### src/verilog/sbrg_pkg.sv
// Purpose: Shared constants and types for the serial bit-rate generator.
// Assumes: One 20 MHz system clock; registers reached over AXI4-Lite.
// Notes:   Offsets are byte addresses of aligned 32-bit words.
package sbrg_pkg;

  // System clock rate in hertz; the generator divides this clock.
  localparam int unsigned CLK_HZ = 20_000_000;

  // AXI4-Lite address width used by the register slave.
  localparam int unsigned AXI_AW = 8;

  // Register byte offsets.
  localparam logic [7:0] OFF_TXSC   = 8'h00; // Transmit status and control.
  localparam logic [7:0] OFF_RXSC   = 8'h04; // Receive status and control.
  localparam logic [7:0] OFF_RATE   = 8'h08; // Rate control.
  localparam logic [7:0] OFF_DIV_HI = 8'h0C; // Divisor high byte.
  localparam logic [7:0] OFF_DIV_LO = 8'h10; // Divisor low byte.
  localparam logic [7:0] OFF_STATUS = 8'h14; // Generator status.

  // Values after reset of the stored bytes.
  localparam logic [7:0] RST_TXSC = 8'h00;
  localparam logic [7:0] RST_RXSC = 8'h00;
  localparam logic [7:0] RST_RATE = 8'h00;
  localparam logic [7:0] RST_DIV  = 8'h00;

  // Writable bits of each control byte, and read-only bits reading one.
  localparam logic [7:0] TXSC_WMASK = 8'hFD;
  localparam logic [7:0] TXSC_ONES  = 8'h02;
  localparam logic [7:0] RXSC_WMASK = 8'hF8;
  localparam logic [7:0] RATE_WMASK = 8'hBB;
  localparam logic [7:0] RATE_ONES  = 8'h40;

  // Field positions.
  localparam int unsigned BIT_CLK_SRC   = 7; // Transmit byte: clock source select.
  localparam int unsigned BIT_SYNC      = 4; // Transmit byte: synchronous mode.
  localparam int unsigned BIT_HIGH_SPD  = 2; // Transmit byte: high speed select.
  localparam int unsigned BIT_SIXTEEN   = 3; // Rate byte: sixteen-bit select.
  localparam int unsigned BIT_ST_RXLVL  = 0; // Status: voted receive level.
  localparam int unsigned BIT_ST_MASTER = 1; // Status: internal clock in synchronous mode.
  localparam int unsigned BIT_ST_COUNT  = 16; // Status: timer count, low bit.

  // Prescaler terminal counts: device clock divided by 64, 16 or 4.
  localparam logic [5:0] PRE_LAST_64 = 6'h3F;
  localparam logic [5:0] PRE_LAST_16 = 6'h0F;
  localparam logic [5:0] PRE_LAST_4  = 6'h03;

  // AXI response codes.
  localparam logic [1:0] RESP_OKAY   = 2'h0;
  localparam logic [1:0] RESP_SLVERR = 2'h2;

  // Decoded mode bits that steer the generator.
  typedef struct packed {
    logic syncMode;
    logic clockSource;
    logic highSpeed;
    logic sixteenBit;
  } sbrg_cfg_t;

endpackage

### src/verilog/sbrg_majority_sampler.sv
// Purpose: Majority-of-three vote on the receive data pin.
// Assumes: The pin level arrives already synchronised to sys_clk.
// Notes:   The vote is taken once per bit, at the bit-timing strobe.
`timescale 1ns/1ps
module sbrg_majority_sampler (
  input  wire logic sys_clk,
  input  wire logic sys_rst,
  input  wire logic pinLevel,
  input  wire logic voteEn,
  output logic      votedLevel
);

  ////////////////////////////////////////////////////////////////////
  // Sample history.
  ////////////////////////////////////////////////////////////////////

  logic [2:0] sample_reg; // Last three pin samples, newest in bit 0.
  logic       vote_next;  // Majority of the three samples.

  // Each cycle shifts in one sample, so the vote sees the three
  // samples taken just before the strobe.
  always_ff @(posedge sys_clk) begin
    if (sys_rst) begin
      sample_reg <= 3'h7;
    end else begin
      sample_reg <= {sample_reg[1:0], pinLevel};
    end
  end

  // Two of three decide, so a single glitch cannot flip the level.
  always_comb begin
    vote_next = (sample_reg[0] & sample_reg[1]) |
                (sample_reg[0] & sample_reg[2]) |
                (sample_reg[1] & sample_reg[2]);
  end

  ////////////////////////////////////////////////////////////////////
  // Voted output.
  ////////////////////////////////////////////////////////////////////

  // The line idles high, so the vote resets to one.
  always_ff @(posedge sys_clk) begin
    if (sys_rst) begin
      votedLevel <= 1'b1;
    end else if (voteEn) begin
      votedLevel <= vote_next;
    end
  end

endmodule // sbrg_majority_sampler

### src/verilog/sbrg_rate_gen.sv
// Purpose: Serial bit-rate generator with AXI4-Lite control registers.
// Assumes: One clock, sys_clk at 20 MHz; synchronous active-high reset.
// Notes:   bitTick paces the transmitter and receiver for one cycle.
//
// Notes on behaviour
// - Eight-bit counter by default, sixteen-bit when selected.
// - Divisor bytes set free-running timer reload period.
// - High speed matters only in asynchronous mode.
// - Divide by 64, 16 or 4 times n+1.
// - Divisor is high byte over low byte.
// - Rate formulas apply only to internal master clock.
// - Divisor write clears the timer immediately.
// - Receive pin voted by majority of three.
// - Eight-bit mode ignores the high byte.
// - Synchronous clock source picks master or slave.
//
// Implementation choices: the AXI4-Lite slave port and the register addresses.
`timescale 1ns/1ps
module sbrg_rate_gen (
  input  wire logic                          sys_clk,
  input  wire logic                          sys_rst,
  // AXI4-Lite write address channel.
  input  wire logic [sbrg_pkg::AXI_AW-1:0]   awaddr,
  input  wire logic                          awvalid,
  output logic                               awready,
  // AXI4-Lite write data channel.
  input  wire logic [31:0]                   wdata,
  input  wire logic [3:0]                    wstrb,
  input  wire logic                          wvalid,
  output logic                               wready,
  // AXI4-Lite write response channel.
  output logic [1:0]                         bresp,
  output logic                               bvalid,
  input  wire logic                          bready,
  // AXI4-Lite read address channel.
  input  wire logic [sbrg_pkg::AXI_AW-1:0]   araddr,
  input  wire logic                          arvalid,
  output logic                               arready,
  // AXI4-Lite read data channel.
  output logic [31:0]                        rdata,
  output logic [1:0]                         rresp,
  output logic                               rvalid,
  input  wire logic                          rready,
  // Serial pins, both asynchronous to sys_clk.
  input  wire logic                          receiveDataPin,
  input  wire logic                          extClockPin,
  // Timing and data towards the transmitter and receiver.
  output logic                               bitTick,
  output logic                               rxLevel,
  output logic                               masterClockActive
);

  ////////////////////////////////////////////////////////////////////
  // Register storage.
  ////////////////////////////////////////////////////////////////////

  logic [7:0]           txsc_reg;   // Transmit status and control.
  logic [7:0]           rxsc_reg;   // Receive status and control.
  logic [7:0]           rate_reg;   // Rate control.
  logic [7:0]           divHi_reg;  // Divisor high byte.
  logic [7:0]           divLo_reg;  // Divisor low byte.
  sbrg_pkg::sbrg_cfg_t  cfg;        // Decoded mode bits.

  ////////////////////////////////////////////////////////////////////
  // AXI write path state.
  ////////////////////////////////////////////////////////////////////

  logic                        awHeld_reg; // Write address captured.
  logic [sbrg_pkg::AXI_AW-1:0] awAddr_reg; // Captured write address.
  logic                        wHeld_reg;  // Write data captured.
  logic [7:0]                  wByte_reg;  // Captured byte lane zero.
  logic                        wLane0_reg; // Byte lane zero strobed.
  logic                        wrFire;     // Both halves present.
  logic [7:0]                  wrOff;      // Word-aligned write offset.
  logic                        divWrite;   // Write hits a divisor byte.

  // Each channel is ready while its own half is not yet held and no
  // response is waiting, so address and data may come in either order.
  always_comb begin
    awready = !awHeld_reg && !bvalid;
    wready  = !wHeld_reg && !bvalid;
    arready = !rvalid;
  end

  // The write is carried out one cycle after the later half arrived.
  always_comb begin
    wrFire   = awHeld_reg && wHeld_reg && !bvalid;
    wrOff    = {awAddr_reg[7:2], 2'h0};
    divWrite = wrFire && wLane0_reg &&
               (wrOff == sbrg_pkg::OFF_DIV_HI || wrOff == sbrg_pkg::OFF_DIV_LO);
  end

  // Capture of the write address half.
  always_ff @(posedge sys_clk) begin
    if (sys_rst) begin
      awHeld_reg <= 1'b0;
      awAddr_reg <= '0;
    end else if (awvalid && awready) begin
      awHeld_reg <= 1'b1;
      awAddr_reg <= awaddr;
    end else if (wrFire) begin
      awHeld_reg <= 1'b0;
    end
  end

  // Capture of the write data half; only lane zero carries bits.
  always_ff @(posedge sys_clk) begin
    if (sys_rst) begin
      wHeld_reg  <= 1'b0;
      wByte_reg  <= 8'h00;
      wLane0_reg <= 1'b0;
    end else if (wvalid && wready) begin
      wHeld_reg  <= 1'b1;
      wByte_reg  <= wdata[7:0];
      wLane0_reg <= wstrb[0];
    end else if (wrFire) begin
      wHeld_reg <= 1'b0;
    end
  end

  // Write response; the status word is read-only and answers an error
  // on write just like an unmapped offset.
  always_ff @(posedge sys_clk) begin
    if (sys_rst) begin
      bvalid <= 1'b0;
      bresp  <= sbrg_pkg::RESP_OKAY;
    end else if (wrFire) begin
      bvalid <= 1'b1;
      unique case (wrOff)
        sbrg_pkg::OFF_TXSC, sbrg_pkg::OFF_RXSC, sbrg_pkg::OFF_RATE,
        sbrg_pkg::OFF_DIV_HI, sbrg_pkg::OFF_DIV_LO: begin
          bresp <= sbrg_pkg::RESP_OKAY;
        end
        default: begin
          bresp <= sbrg_pkg::RESP_SLVERR;
        end
      endcase
    end else if (bvalid && bready) begin
      bvalid <= 1'b0;
    end
  end

  ////////////////////////////////////////////////////////////////////
  // Control and divisor registers.
  ////////////////////////////////////////////////////////////////////

  // Control bytes keep only their writable bits; a write without lane
  // zero strobed changes nothing.
  always_ff @(posedge sys_clk) begin
    if (sys_rst) begin
      txsc_reg <= sbrg_pkg::RST_TXSC;
      rxsc_reg <= sbrg_pkg::RST_RXSC;
      rate_reg <= sbrg_pkg::RST_RATE;
    end else if (wrFire && wLane0_reg) begin
      if (wrOff == sbrg_pkg::OFF_TXSC) begin
        txsc_reg <= wByte_reg & sbrg_pkg::TXSC_WMASK;
      end
      if (wrOff == sbrg_pkg::OFF_RXSC) begin
        rxsc_reg <= wByte_reg & sbrg_pkg::RXSC_WMASK;
      end
      if (wrOff == sbrg_pkg::OFF_RATE) begin
        rate_reg <= wByte_reg & sbrg_pkg::RATE_WMASK;
      end
    end
  end

  // Divisor bytes; the reset value selects the fastest rate.
  always_ff @(posedge sys_clk) begin
    if (sys_rst) begin
      divHi_reg <= sbrg_pkg::RST_DIV;
      divLo_reg <= sbrg_pkg::RST_DIV;
    end else if (divWrite) begin
      if (wrOff == sbrg_pkg::OFF_DIV_HI) begin
        divHi_reg <= wByte_reg;
      end else begin
        divLo_reg <= wByte_reg;
      end
    end
  end

  // Mode bits pulled out of the control bytes.
  always_comb begin
    cfg.syncMode    = txsc_reg[sbrg_pkg::BIT_SYNC];
    cfg.clockSource = txsc_reg[sbrg_pkg::BIT_CLK_SRC];
    cfg.highSpeed   = txsc_reg[sbrg_pkg::BIT_HIGH_SPD];
    cfg.sixteenBit  = rate_reg[sbrg_pkg::BIT_SIXTEEN];
  end

  ////////////////////////////////////////////////////////////////////
  // Rate timer.
  ////////////////////////////////////////////////////////////////////

  logic [5:0]  pre_reg;   // Prescaler count of device clocks.
  logic [5:0]  preLast;   // Prescaler terminal count for this mode.
  logic        preTick;   // Prescaler wraps this cycle.
  logic [15:0] count_reg; // Free-running timer count.
  logic [15:0] divisor;   // End count n in use; the timer reloads zero.
  logic        rateTick;  // Timer period ends this cycle.

  // Prescaler ratio from mode bits. High speed is ignored in
  // synchronous mode. Sixteen-bit high speed divides by four.
  always_comb begin
    if (cfg.syncMode) begin
      preLast = sbrg_pkg::PRE_LAST_4;
    end else begin
      unique case ({cfg.sixteenBit, cfg.highSpeed})
        2'h0: preLast = sbrg_pkg::PRE_LAST_64;
        2'h1: preLast = sbrg_pkg::PRE_LAST_16;
        2'h2: preLast = sbrg_pkg::PRE_LAST_16;
        2'h3: preLast = sbrg_pkg::PRE_LAST_4;
      endcase
    end
  end

  // Divisor: high byte over low byte in sixteen-bit mode, low byte
  // alone otherwise.
  always_comb begin
    divisor  = cfg.sixteenBit ? {divHi_reg, divLo_reg} : {8'h00, divLo_reg};
    // A mode change can leave the count past the new end; the >=
    // compare wraps it at once instead of running round 64 or 65536.
    preTick  = (pre_reg >= preLast);
    rateTick = preTick && (count_reg >= divisor);
  end

  // Prescaler; cleared by a divisor write so the new rate starts from
  // a whole period.
  always_ff @(posedge sys_clk) begin
    if (sys_rst || divWrite) begin
      pre_reg <= 6'h00;
    end else if (preTick) begin
      pre_reg <= 6'h00;
    end else begin
      pre_reg <= pre_reg + 6'h01;
    end
  end

  // Timer runs n+1 prescaler periods and reloads by itself.
  always_ff @(posedge sys_clk) begin
    if (sys_rst || divWrite) begin
      count_reg <= 16'h0000;
    end else if (rateTick) begin
      count_reg <= 16'h0000;
    end else if (preTick) begin
      count_reg <= count_reg + 16'h0001;
    end
  end

  ////////////////////////////////////////////////////////////////////
  // Pin synchronisers.
  ////////////////////////////////////////////////////////////////////

  logic [1:0] rxSync_reg;  // Receive pin, two flip-flops.
  logic [1:0] ckSync_reg;  // External clock pin, two flip-flops.
  logic       ckPrev_reg;  // Synchronised clock one cycle back.
  logic       extRise;     // Rising edge of the external clock.

  // Both pins pass two flip-flops before any logic reads them; only
  // the second stage feeds the edge detector and the sampler.
  always_ff @(posedge sys_clk) begin
    if (sys_rst) begin
      rxSync_reg <= 2'h3;
      ckSync_reg <= 2'h0;
      ckPrev_reg <= 1'b0;
    end else begin
      rxSync_reg <= {rxSync_reg[0], receiveDataPin};
      ckSync_reg <= {ckSync_reg[0], extClockPin};
      ckPrev_reg <= ckSync_reg[1];
    end
  end

  always_comb begin
    extRise = ckSync_reg[1] && !ckPrev_reg;
  end

  ////////////////////////////////////////////////////////////////////
  // Bit timing selection.
  ////////////////////////////////////////////////////////////////////

  logic slaveMode;    // Synchronous with external clock.
  logic bitTick_next; // Next value of the bit strobe.

  // In synchronous slave mode the pin clock times the bits and the
  // rate formulas do not apply; otherwise the timer does.
  always_comb begin
    slaveMode    = cfg.syncMode && !cfg.clockSource;
    bitTick_next = slaveMode ? extRise : rateTick;
  end

  // Registered strobe and mode flag, one cycle after their cause.
  always_ff @(posedge sys_clk) begin
    if (sys_rst) begin
      bitTick           <= 1'b0;
      masterClockActive <= 1'b0;
    end else begin
      bitTick           <= bitTick_next;
      masterClockActive <= cfg.syncMode && cfg.clockSource;
    end
  end

  // Majority vote of the receive pin at each bit strobe.
  sbrg_majority_sampler u_sampler (
    .sys_clk    (sys_clk),
    .sys_rst    (sys_rst),
    .pinLevel   (rxSync_reg[1]),
    .voteEn     (bitTick_next),
    .votedLevel (rxLevel)
  );

  ////////////////////////////////////////////////////////////////////
  // AXI read path.
  ////////////////////////////////////////////////////////////////////

  logic [7:0]  rdOff;  // Word-aligned read offset.
  logic [31:0] rdWord; // Value at that offset.
  logic        rdOk;   // Offset is mapped.

  // Read multiplexer; fixed read-only bits are merged in here.
  always_comb begin
    rdOff  = {araddr[7:2], 2'h0};
    rdWord = 32'h0000_0000;
    rdOk   = 1'b1;
    unique case (rdOff)
      sbrg_pkg::OFF_TXSC: begin
        rdWord[7:0] = txsc_reg | sbrg_pkg::TXSC_ONES;
      end
      sbrg_pkg::OFF_RXSC: begin
        rdWord[7:0] = rxsc_reg;
      end
      sbrg_pkg::OFF_RATE: begin
        rdWord[7:0] = rate_reg | sbrg_pkg::RATE_ONES;
      end
      sbrg_pkg::OFF_DIV_HI: begin
        rdWord[7:0] = divHi_reg;
      end
      sbrg_pkg::OFF_DIV_LO: begin
        rdWord[7:0] = divLo_reg;
      end
      sbrg_pkg::OFF_STATUS: begin
        rdWord[sbrg_pkg::BIT_ST_RXLVL]  = rxLevel;
        rdWord[sbrg_pkg::BIT_ST_MASTER] = masterClockActive;
        rdWord[sbrg_pkg::BIT_ST_COUNT +: 16] = count_reg;
      end
      default: begin
        rdOk = 1'b0; // Unmapped reads return zero with an error.
      end
    endcase
  end

  // Read data is captured on the address handshake and held until the
  // master takes it.
  always_ff @(posedge sys_clk) begin
    if (sys_rst) begin
      rvalid <= 1'b0;
      rdata  <= 32'h0000_0000;
      rresp  <= sbrg_pkg::RESP_OKAY;
    end else if (arvalid && arready) begin
      rvalid <= 1'b1;
      rdata  <= rdWord;
      rresp  <= rdOk ? sbrg_pkg::RESP_OKAY : sbrg_pkg::RESP_SLVERR;
    end else if (rvalid && rready) begin
      rvalid <= 1'b0;
    end
  end

endmodule // sbrg_rate_gen

### config.mk
export PLATFORM = sky130hd
export DESIGN_NAME = sbrg_rate_gen
export DESIGN_NICKNAME = d
export VERILOG_FILES = /design/src/verilog/sbrg_pkg.sv /design/src/verilog/sbrg_majority_sampler.sv /design/src/verilog/sbrg_rate_gen.sv
export SDC_FILE = /design/constraint.sdc
export NUM_CORES = 1
export LEC_CHECK = 0
export ABC_AREA = 1
export BUFFER_PORTS_ARGS = -buffer_cell sky130_fd_sc_hd__buf_2
export CORE_ASPECT_RATIO = 0.6
export CORE_MARGIN = 3
export CORE_UTILIZATION = 57
export CTS_BUF_LIST = sky130_fd_sc_hd__clkbuf_2
export DETAILED_ROUTE_END_ITERATION = 16
export PLACE_DENSITY = 0.82
export SLEW_MARGIN = 25
export SYNTH_ARGS = -nofsm -noshare
export SYNTH_HDL_FRONTEND = slang
export SYNTH_HIERARCHICAL = 1
export SYNTH_SLANG_ARGS = --single-unit
### constraint.sdc
create_clock -name sys_clk -period 2.95 [get_ports sys_clk]
set_input_delay 0.59 -clock sys_clk [delete_from_list [all_inputs] [get_ports sys_clk]]
set_output_delay 0.59 -clock sys_clk [all_outputs]
set_load 0.01 [all_outputs]
* Word level (Yosys, flattened, before mapping)
Cells that the tools add are included.
** Word-level totals
- Flip-flop bits (word level) :: 116
- Word-level logic and storage cells :: 103
- Input port bits :: 61
** Operators by class
- Order comparisons :: 2
- $add $sub $neg :: 2
- Reductions and logical operators :: 40
- Muxes and demuxes :: 17
- Equality and inequality tests :: 12
- Bitwise operators :: 6
** Operators with widths (count)
- 16-bit two-way mux :: 2
- 6-bit case mux with 5 select lines :: 1
- 6-bit by 2-bit equality test with 1-bit output (second input constant) :: 4
- 6-bit by 3-bit equality test with 1-bit output (second input constant) :: 3
- 6-bit case mux with 3 select lines :: 1
- 16-bit by 1-bit adder with 16-bit output (second input constant) :: 1
- 16-bit >= comparator :: 1
- 1-bit logical AND :: 15
- 6-bit by 1-bit equality test with 1-bit output (second input constant) :: 2
- 2-bit case mux with 5 select lines :: 1
- 2-bit AND reduction :: 5
- 1-bit two-way mux :: 9
- 8-bit zero test :: 1
- 2-bit nonzero test :: 4
- 6-bit by 1-bit adder with 6-bit output (second input constant) :: 1
- 6-bit >= comparator :: 1
- 1-bit zero test :: 6
- 6-bit zero test :: 1
- 6-bit two-way mux :: 1
- 2-bit OR reduction :: 3
- 6-bit OR reduction :: 1
- 5-bit OR reduction :: 1
- 2-bit equality test (second input constant) :: 2
- 2-bit two-way mux :: 2
- 6 further kinds :: 10

* Depth between registers and ports, before layout
- Word-level depth :: 7
- Gate-level depth with buffers :: 16

* Cells and area by module
Netlist, hierarchy kept.
** By module, submodules not included
- sbrg_rate_gen :: times used 1, cells each 666, area each 5103.6 µm²
- sbrg_majority_sampler :: times used 1, cells each 16, area each 133.9 µm²

* Worst setup path after synthesis
OpenSTA, ideal clock, no wires.
- Kind :: register to register
- Start :: reg rate_reg[3]
- End :: reg u_sampler.votedLevel
- Required time :: 2.835 ns
- Clock period less this slack :: 2.156 ns
- Stages on the path, launching flop included :: 16
- Arrival :: 2.041 ns
- Path buffers :: 2
- Slack :: 0.794 ns
- Cells stage by stage :: dfxtp_1 > clkbuf_1 > inv_1 > o21ai_0 > ha_1 > nand2_1 > inv_1 > o21ai_0 > nand3_1 > buf_2 > nand3_1 > nand2_1 > inv_1 > nor2_1 > nand2_1 > nand2_1
** Between the ends
- Longest elaborated chain between the ends :: 7
- Elaborated cells on any way between the ends :: 12
** RTL lines
- start, declared :: RTL line sbrg_rate_gen.sv:59 : logic [7:0] rate_reg;
- start signal, assigned :: RTL line sbrg_rate_gen.sv:153 : rate_reg <= sbrg_pkg::RST_RATE;
- start signal, assigned :: RTL line sbrg_rate_gen.sv:162 : rate_reg <= wByte_reg & sbrg_pkg::RATE_WMASK;
- 2-bit equality test / 2-bit by 1-bit equality test with 1-bit output (equally long branches) :: RTL line sbrg_rate_gen.sv:206 : unique case ({cfg.sixteenBit, cfg.highSpeed})
- 2-bit OR reduction (no line)
- 6-bit case mux with 3 select lines :: RTL line sbrg_rate_gen.sv:206
- 6-bit two-way mux :: RTL line sbrg_rate_gen.sv:203 : if (cfg.syncMode) begin
- 6-bit >= comparator :: RTL line sbrg_rate_gen.sv:221 : preTick = (pre_reg >= preLast);
- 1-bit logical AND * :: RTL line sbrg_rate_gen.sv:222 : rateTick = preTick && (count_reg >= divisor);
- 1-bit two-way mux * :: RTL line sbrg_rate_gen.sv:286 : bitTick_next = slaveMode ? extRise : rateTick;
- named net bitTick_next :: RTL line sbrg_rate_gen.sv:280 : logic bitTick_next;
- end signal, assigned :: RTL line sbrg_majority_sampler.sv:46 : votedLevel <= vote_next;
- end, declared :: RTL line sbrg_majority_sampler.sv:10 : output logic votedLevel
The timed path passes the listed nets; every way through them passes the cells marked *. The select of a mux whose other input is x is not followed.
A chain may end at the register's enable or synchronous reset.

* Worst setup path in the final report
- Start :: reg rate_reg[3]
- End :: reg count_reg[15]
** Between the ends
- Longest elaborated chain between the ends :: 7
- Elaborated cells on any way between the ends :: 12
** RTL lines
- 2-bit equality test / 2-bit by 1-bit equality test with 1-bit output (equally long branches) :: RTL line sbrg_rate_gen.sv:206
- 2-bit OR reduction (no line)
- 6-bit case mux with 3 select lines :: RTL line sbrg_rate_gen.sv:206
- 6-bit two-way mux :: RTL line sbrg_rate_gen.sv:203
- 6-bit >= comparator :: RTL line sbrg_rate_gen.sv:221
- 1-bit logical AND :: RTL line sbrg_rate_gen.sv:222
- 2-bit OR reduction (no line)
- end signal, assigned :: RTL line sbrg_rate_gen.sv:244 : count_reg <= count_reg + 16'h0001;
- end, declared :: RTL line sbrg_rate_gen.sv:196 : logic [15:0] count_reg;
Parallel ways exist; a longest one is shown, timed or not. The select of a mux whose other input is x is not followed.

==> impl_metrics.prom <==
# TYPE chip_impl_metric gauge
chip_impl_info{name="status",value="finished, final reports clean"} 1
chip_impl_info{name="crit_type",value="reg2reg"} 1
chip_impl_metric{name="grtUsageMet3",unit="%"} 7.64
chip_impl_metric{name="buffer_ports.inserted",unit=""} 63
chip_impl_metric{name="yosysSeqAreaShare",unit="%"} 42.8
chip_impl_metric{name="maxSlewViolCount",unit=""} 0
chip_impl_metric{name="synth_cell_types",unit=""} 42
chip_impl_metric{name="cts.sinks",unit=""} 112
chip_impl_metric{name="ys.warnings.count",unit=""} 6
chip_impl_metric{name="drive_gt1_share",unit="%"} 15.4
chip_impl_metric{name="die_w",unit="um"} 130
chip_impl_info{name="critical_path.cell_chain",value="inv_1 > o21ai_0 > ha_1 > nand2_1 > inv_1 > o21ai_0 > nand3_1 > buf_4 > nand2_1 > nand2_4 > nor2_1"} 1
chip_impl_metric{name="finalWeightedCongestion",unit=""} 0.984
chip_impl_metric{name="floorplan.io_pins",unit=""} 105
chip_impl_metric{name="synth_enable_flop_cells",unit=""} 0
chip_impl_metric{name="synthXorXnorAreaFrac",unit="%"} 2.84
chip_impl_metric{name="power.density_cell_area",unit="nW/um^2"} 437
chip_impl_metric{name="worst_path_largest_cell_delay",unit="ps"} 390
chip_impl_metric{name="first_global_vias",unit=""} 4326
chip_impl_info{name="worst_hold_path_type",value="in2reg"} 1
chip_impl_metric{name="grt_first_pass_wirelength",unit="mm"} 21.3
chip_impl_metric{name="largest_register_ff_count",unit=""} 24
chip_impl_info{name="rsz0062_at_grt",value="no"} 1
chip_impl_metric{name="post-route-cell-area",unit="um^2"} 5640
chip_impl_metric{name="setup_violations",unit=""} 0
chip_impl_info{name="grt_busiest_layer",value="met1"} 1
chip_impl_metric{name="synth-seq-cells",unit=""} 112
chip_impl_metric{name="overflow",unit=""} 0
chip_impl_metric{name="drv_cap",unit=""} 0
chip_impl_metric{name="placed_area",unit="um^2"} 5560
chip_impl_metric{name="insertion_delay",unit="ps"} 600
chip_impl_metric{name="gr-usage-all-layers",unit="%"} 26.2
chip_impl_metric{name="layout_min_cycle_time",unit="ps"} 2130
chip_impl_metric{name="route.detailed.vias_per_inst",unit=""} 5.50
chip_impl_metric{name="die_h",unit="um"} 80.3
chip_impl_metric{name="syn_to_final_growth",unit="%"} 7.67
chip_impl_metric{name="synth_compound_gate_area_share",unit="%"} 17.8
chip_impl_metric{name="number_of_hold_violations_in_the_final_report",unit=""} 0
chip_impl_metric{name="grt_max_degree",unit=""} 44
chip_impl_info{name="clock_tree_from_tritoncts",value="done"} 1
chip_impl_info{name="synth_top_family_by_area",value="simple AND/OR/NAND/NOR gates"} 1
chip_impl_metric{name="total_leakage_power",unit="nW"} 2.43
chip_impl_info{name="worst_setup_path_start_kind",value="flip-flop"} 1
chip_impl_metric{name="clock_skew",unit="ps"} 40.7
chip_impl_metric{name="grt.met1_usage",unit="%"} 38.1
chip_impl_metric{name="place_hpwl",unit="mm"} 9.92
chip_impl_metric{name="core-area",unit="um^2"} 8720
chip_impl_metric{name="critPathMaxFanout",unit=""} 25
chip_impl_metric{name="number_of_antenna_violations_at_the_first_check_in_global_routing",unit=""} 0
chip_impl_metric{name="synthAdderAreaFrac",unit="%"} 5.26
chip_impl_metric{name="finalSetupTns",unit="ps"} 0
chip_impl_metric{name="period_share",unit="%"} 72.3
chip_impl_metric{name="hold_buffers",unit=""} 0
chip_impl_metric{name="mappedNetlistArea",unit="um^2"} 5240
chip_impl_info{name="root_buffer",value="sky130_fd_sc_hd__clkbuf_2"} 1
chip_impl_metric{name="arrival",unit="ps"} 2660
chip_impl_metric{name="ctsHtreeMaxLevel",unit=""} 3
chip_impl_metric{name="grtUsageMet2",unit="%"} 37.9
chip_impl_metric{name="syn-mean-instance-area",unit="um^2"} 7.68
chip_impl_metric{name="achievable-frequency",unit="GHz"} 0.469
chip_impl_info{name="endpoint_kind",value="flip-flop"} 1
chip_impl_metric{name="initialDrtViolationCount",unit=""} 455
chip_impl_info{name="timing.critical_path.slowest_stage_cell",value="sky130_fd_sc_hd__dfxtp_1"} 1
chip_impl_metric{name="final_antenna_net_count",unit=""} 0
chip_impl_metric{name="row_count",unit=""} 26
chip_impl_metric{name="worst_slew_margin_rel",unit="%"} 58.9
chip_impl_info{name="synth-main-ff-cell",value="sky130_fd_sc_hd__dfxtp_1"} 1
chip_impl_metric{name="drc",unit=""} 0
chip_impl_metric{name="detailedRoute.firstPassIterationCount",unit=""} 5
chip_impl_metric{name="diodes",unit=""} 0
chip_impl_metric{name="detailed_route_via_count",unit=""} 4694
chip_impl_metric{name="routed_wire_length_per_instance",unit="um"} 15.2
chip_impl_metric{name="floorplan.initialDensity",unit="%"} 60.1
chip_impl_metric{name="number_of_cts_inserted_buffers",unit=""} 9
chip_impl_metric{name="post_cts_buffers",unit=""} 0
chip_impl_metric{name="final_cells",unit=""} 854
chip_impl_metric{name="synth_simple_gate_area_share",unit="%"} 21.8
chip_impl_metric{name="tightestPinTransition",unit="ps"} 612
chip_impl_metric{name="placed_cells",unit=""} 838
chip_impl_metric{name="vdd_ir_drop_max",unit="uV"} 257
chip_impl_metric{name="synth_async_sr_flop_share",unit="%"} 0
chip_impl_metric{name="die-area",unit="um^2"} 10400
chip_impl_metric{name="clock_transition_at_the_registers_of_the_reported_paths",unit="ps"} 250
chip_impl_metric{name="netlist_instances",unit=""} 682
chip_impl_metric{name="wl",unit="mm"} 13.0
chip_impl_metric{name="worst-endpoint-required",unit="ps"} 3470
chip_impl_metric{name="postCtsResizedCells",unit=""} 0
chip_impl_metric{name="muxShareOfSynthArea",unit="%"} 0
chip_impl_metric{name="finish.utilization",unit="%"} 64.7
chip_impl_metric{name="max-clock-path-buffers",unit=""} 2
chip_impl_metric{name="finalNetCount",unit=""} 820
## metal layers
| layer | routed length (um) | up-vias |
|---|---|---|
| li1 | - | 2325 |
| met1 | 6070 | 2131 |
| met2 | 5270 | 217 |
| met3 | 1480 | 21 |
| met4 | 191 | 0 |
| met5 | 0 | - |
## area by class of cell
class | count | area, um^2
clock buffer | 12 | 60.1
clock inverter | 4 | 21.3
fill | 766 | 3080
inverter | 76 | 290
multi-input combinational | 470 | 2530
sequential | 112 | 2240
tap | 112 | 140
timing repair buffer | 68 | 353
## synth_stat cells (11+ instances only)
cell type	instances	area, um^2
sky130_fd_sc_hd__o21ai_0	74	370
sky130_fd_sc_hd__nor2_2	11	68.8
sky130_fd_sc_hd__ha_1	22	275
sky130_fd_sc_hd__a21oi_1	81	405
sky130_fd_sc_hd__nand3_1	21	105
sky130_fd_sc_hd__xor2_1	13	114
sky130_fd_sc_hd__nor2_1	80	300
sky130_fd_sc_hd__buf_4	11	82.6
sky130_fd_sc_hd__clkbuf_1	16	60.1
sky130_fd_sc_hd__inv_1	72	270
sky130_fd_sc_hd__nand2_1	98	368
sky130_fd_sc_hd__dfxtp_1	112	2240
## kinds of logic (layout without fill, tap and decap cells)
kind of cell             after synthesis  in the layout
buffers and inverters                109            160
flip-flops                           112            112
AND/OR/NAND/NOR                      245            245
other                                  1             10
XOR/XNOR                              17             17
adder cells (fa/ha/maj)               22             22
AO/OA/AOI/OAI                        176            176
## critical path: cells and delay by family (launching register included)
family	cells	cell delay [ps]
simple gates	5	590
compound gates	2	420
flops	1	390
buf+inv	3	350
fa+ha+maj	1	310
## path summary, 6_finish.rpt
kind / startpoint / endpoint / slack (ps) / depth (start not counted)
min reg2reg: ckSync_reg[0] / ckSync_reg[1] / 430 / 2
max reg2reg: rate_reg[3] / count_reg[15] / 820 / 11
min: receiveDataPin / rxSync_reg[0] / 160 / 2
max: rate_reg[3] / count_reg[15] / 820 / 11
## placed cells by master (no fill, tap or decap), types with 2 or more instances in the layout
| master | synthesis | final |
|---|---|---|
| sky130_fd_sc_hd__dfxtp_1 | 112 | 112 |
| sky130_fd_sc_hd__nand2_1 | 98 | 98 |
| sky130_fd_sc_hd__a21oi_1 | 81 | 81 |
| sky130_fd_sc_hd__nor2_1 | 80 | 80 |
| sky130_fd_sc_hd__o21ai_0 | 74 | 74 |
| sky130_fd_sc_hd__inv_1 | 72 | 72 |
| sky130_fd_sc_hd__buf_2 | 2 | 63 |
| sky130_fd_sc_hd__ha_1 | 22 | 22 |
| sky130_fd_sc_hd__nand3_1 | 21 | 21 |
| sky130_fd_sc_hd__xor2_1 | 13 | 13 |
| sky130_fd_sc_hd__clkbuf_2 | 0 | 12 |
| sky130_fd_sc_hd__nor2_2 | 11 | 11 |
| sky130_fd_sc_hd__conb_1 | 1 | 10 |
| sky130_fd_sc_hd__nor3_1 | 9 | 9 |
| sky130_fd_sc_hd__nand4_1 | 6 | 6 |
| sky130_fd_sc_hd__buf_4 | 11 | 5 |
| sky130_fd_sc_hd__xnor2_1 | 4 | 4 |
| sky130_fd_sc_hd__a22oi_1 | 4 | 4 |
| sky130_fd_sc_hd__a31oi_1 | 4 | 4 |
| sky130_fd_sc_hd__a211oi_1 | 4 | 4 |
| sky130_fd_sc_hd__nor2_4 | 3 | 3 |
| sky130_fd_sc_hd__nor2_8 | 3 | 3 |
| sky130_fd_sc_hd__clkinv_1 | 2 | 3 |
| sky130_fd_sc_hd__or2_1 | 3 | 3 |
| sky130_fd_sc_hd__nand2_2 | 2 | 2 |
| sky130_fd_sc_hd__nand2_4 | 2 | 2 |
| sky130_fd_sc_hd__or2_2 | 2 | 2 |
| sky130_fd_sc_hd__a41oi_1 | 2 | 2 |
| sky130_fd_sc_hd__nand3_2 | 2 | 2 |
| sky130_fd_sc_hd__o21ai_1 | 2 | 2 |
| sky130_fd_sc_hd__clkinv_2 | 0 | 2 |
## power by group
part | internal, mW | leakage (nW) | switching [mW]
combinational | 0.0867 | 1.46 | 0.175
sequential | 1.57 | 0.913 | 0.0412
clock | 0.116 | 0.0594 | 0.471
## stage by stage
stage	total power, mW	setup WS [ps]	hold WS, ps
floorplan	1.81	794	385
global placement	1.89	987	391
detailed placement	1.90	878	396
CTS	2.47	823	123
global route	2.58	556	95.1
finish	2.46	818	160
Power figures use the tool's default switching activity.
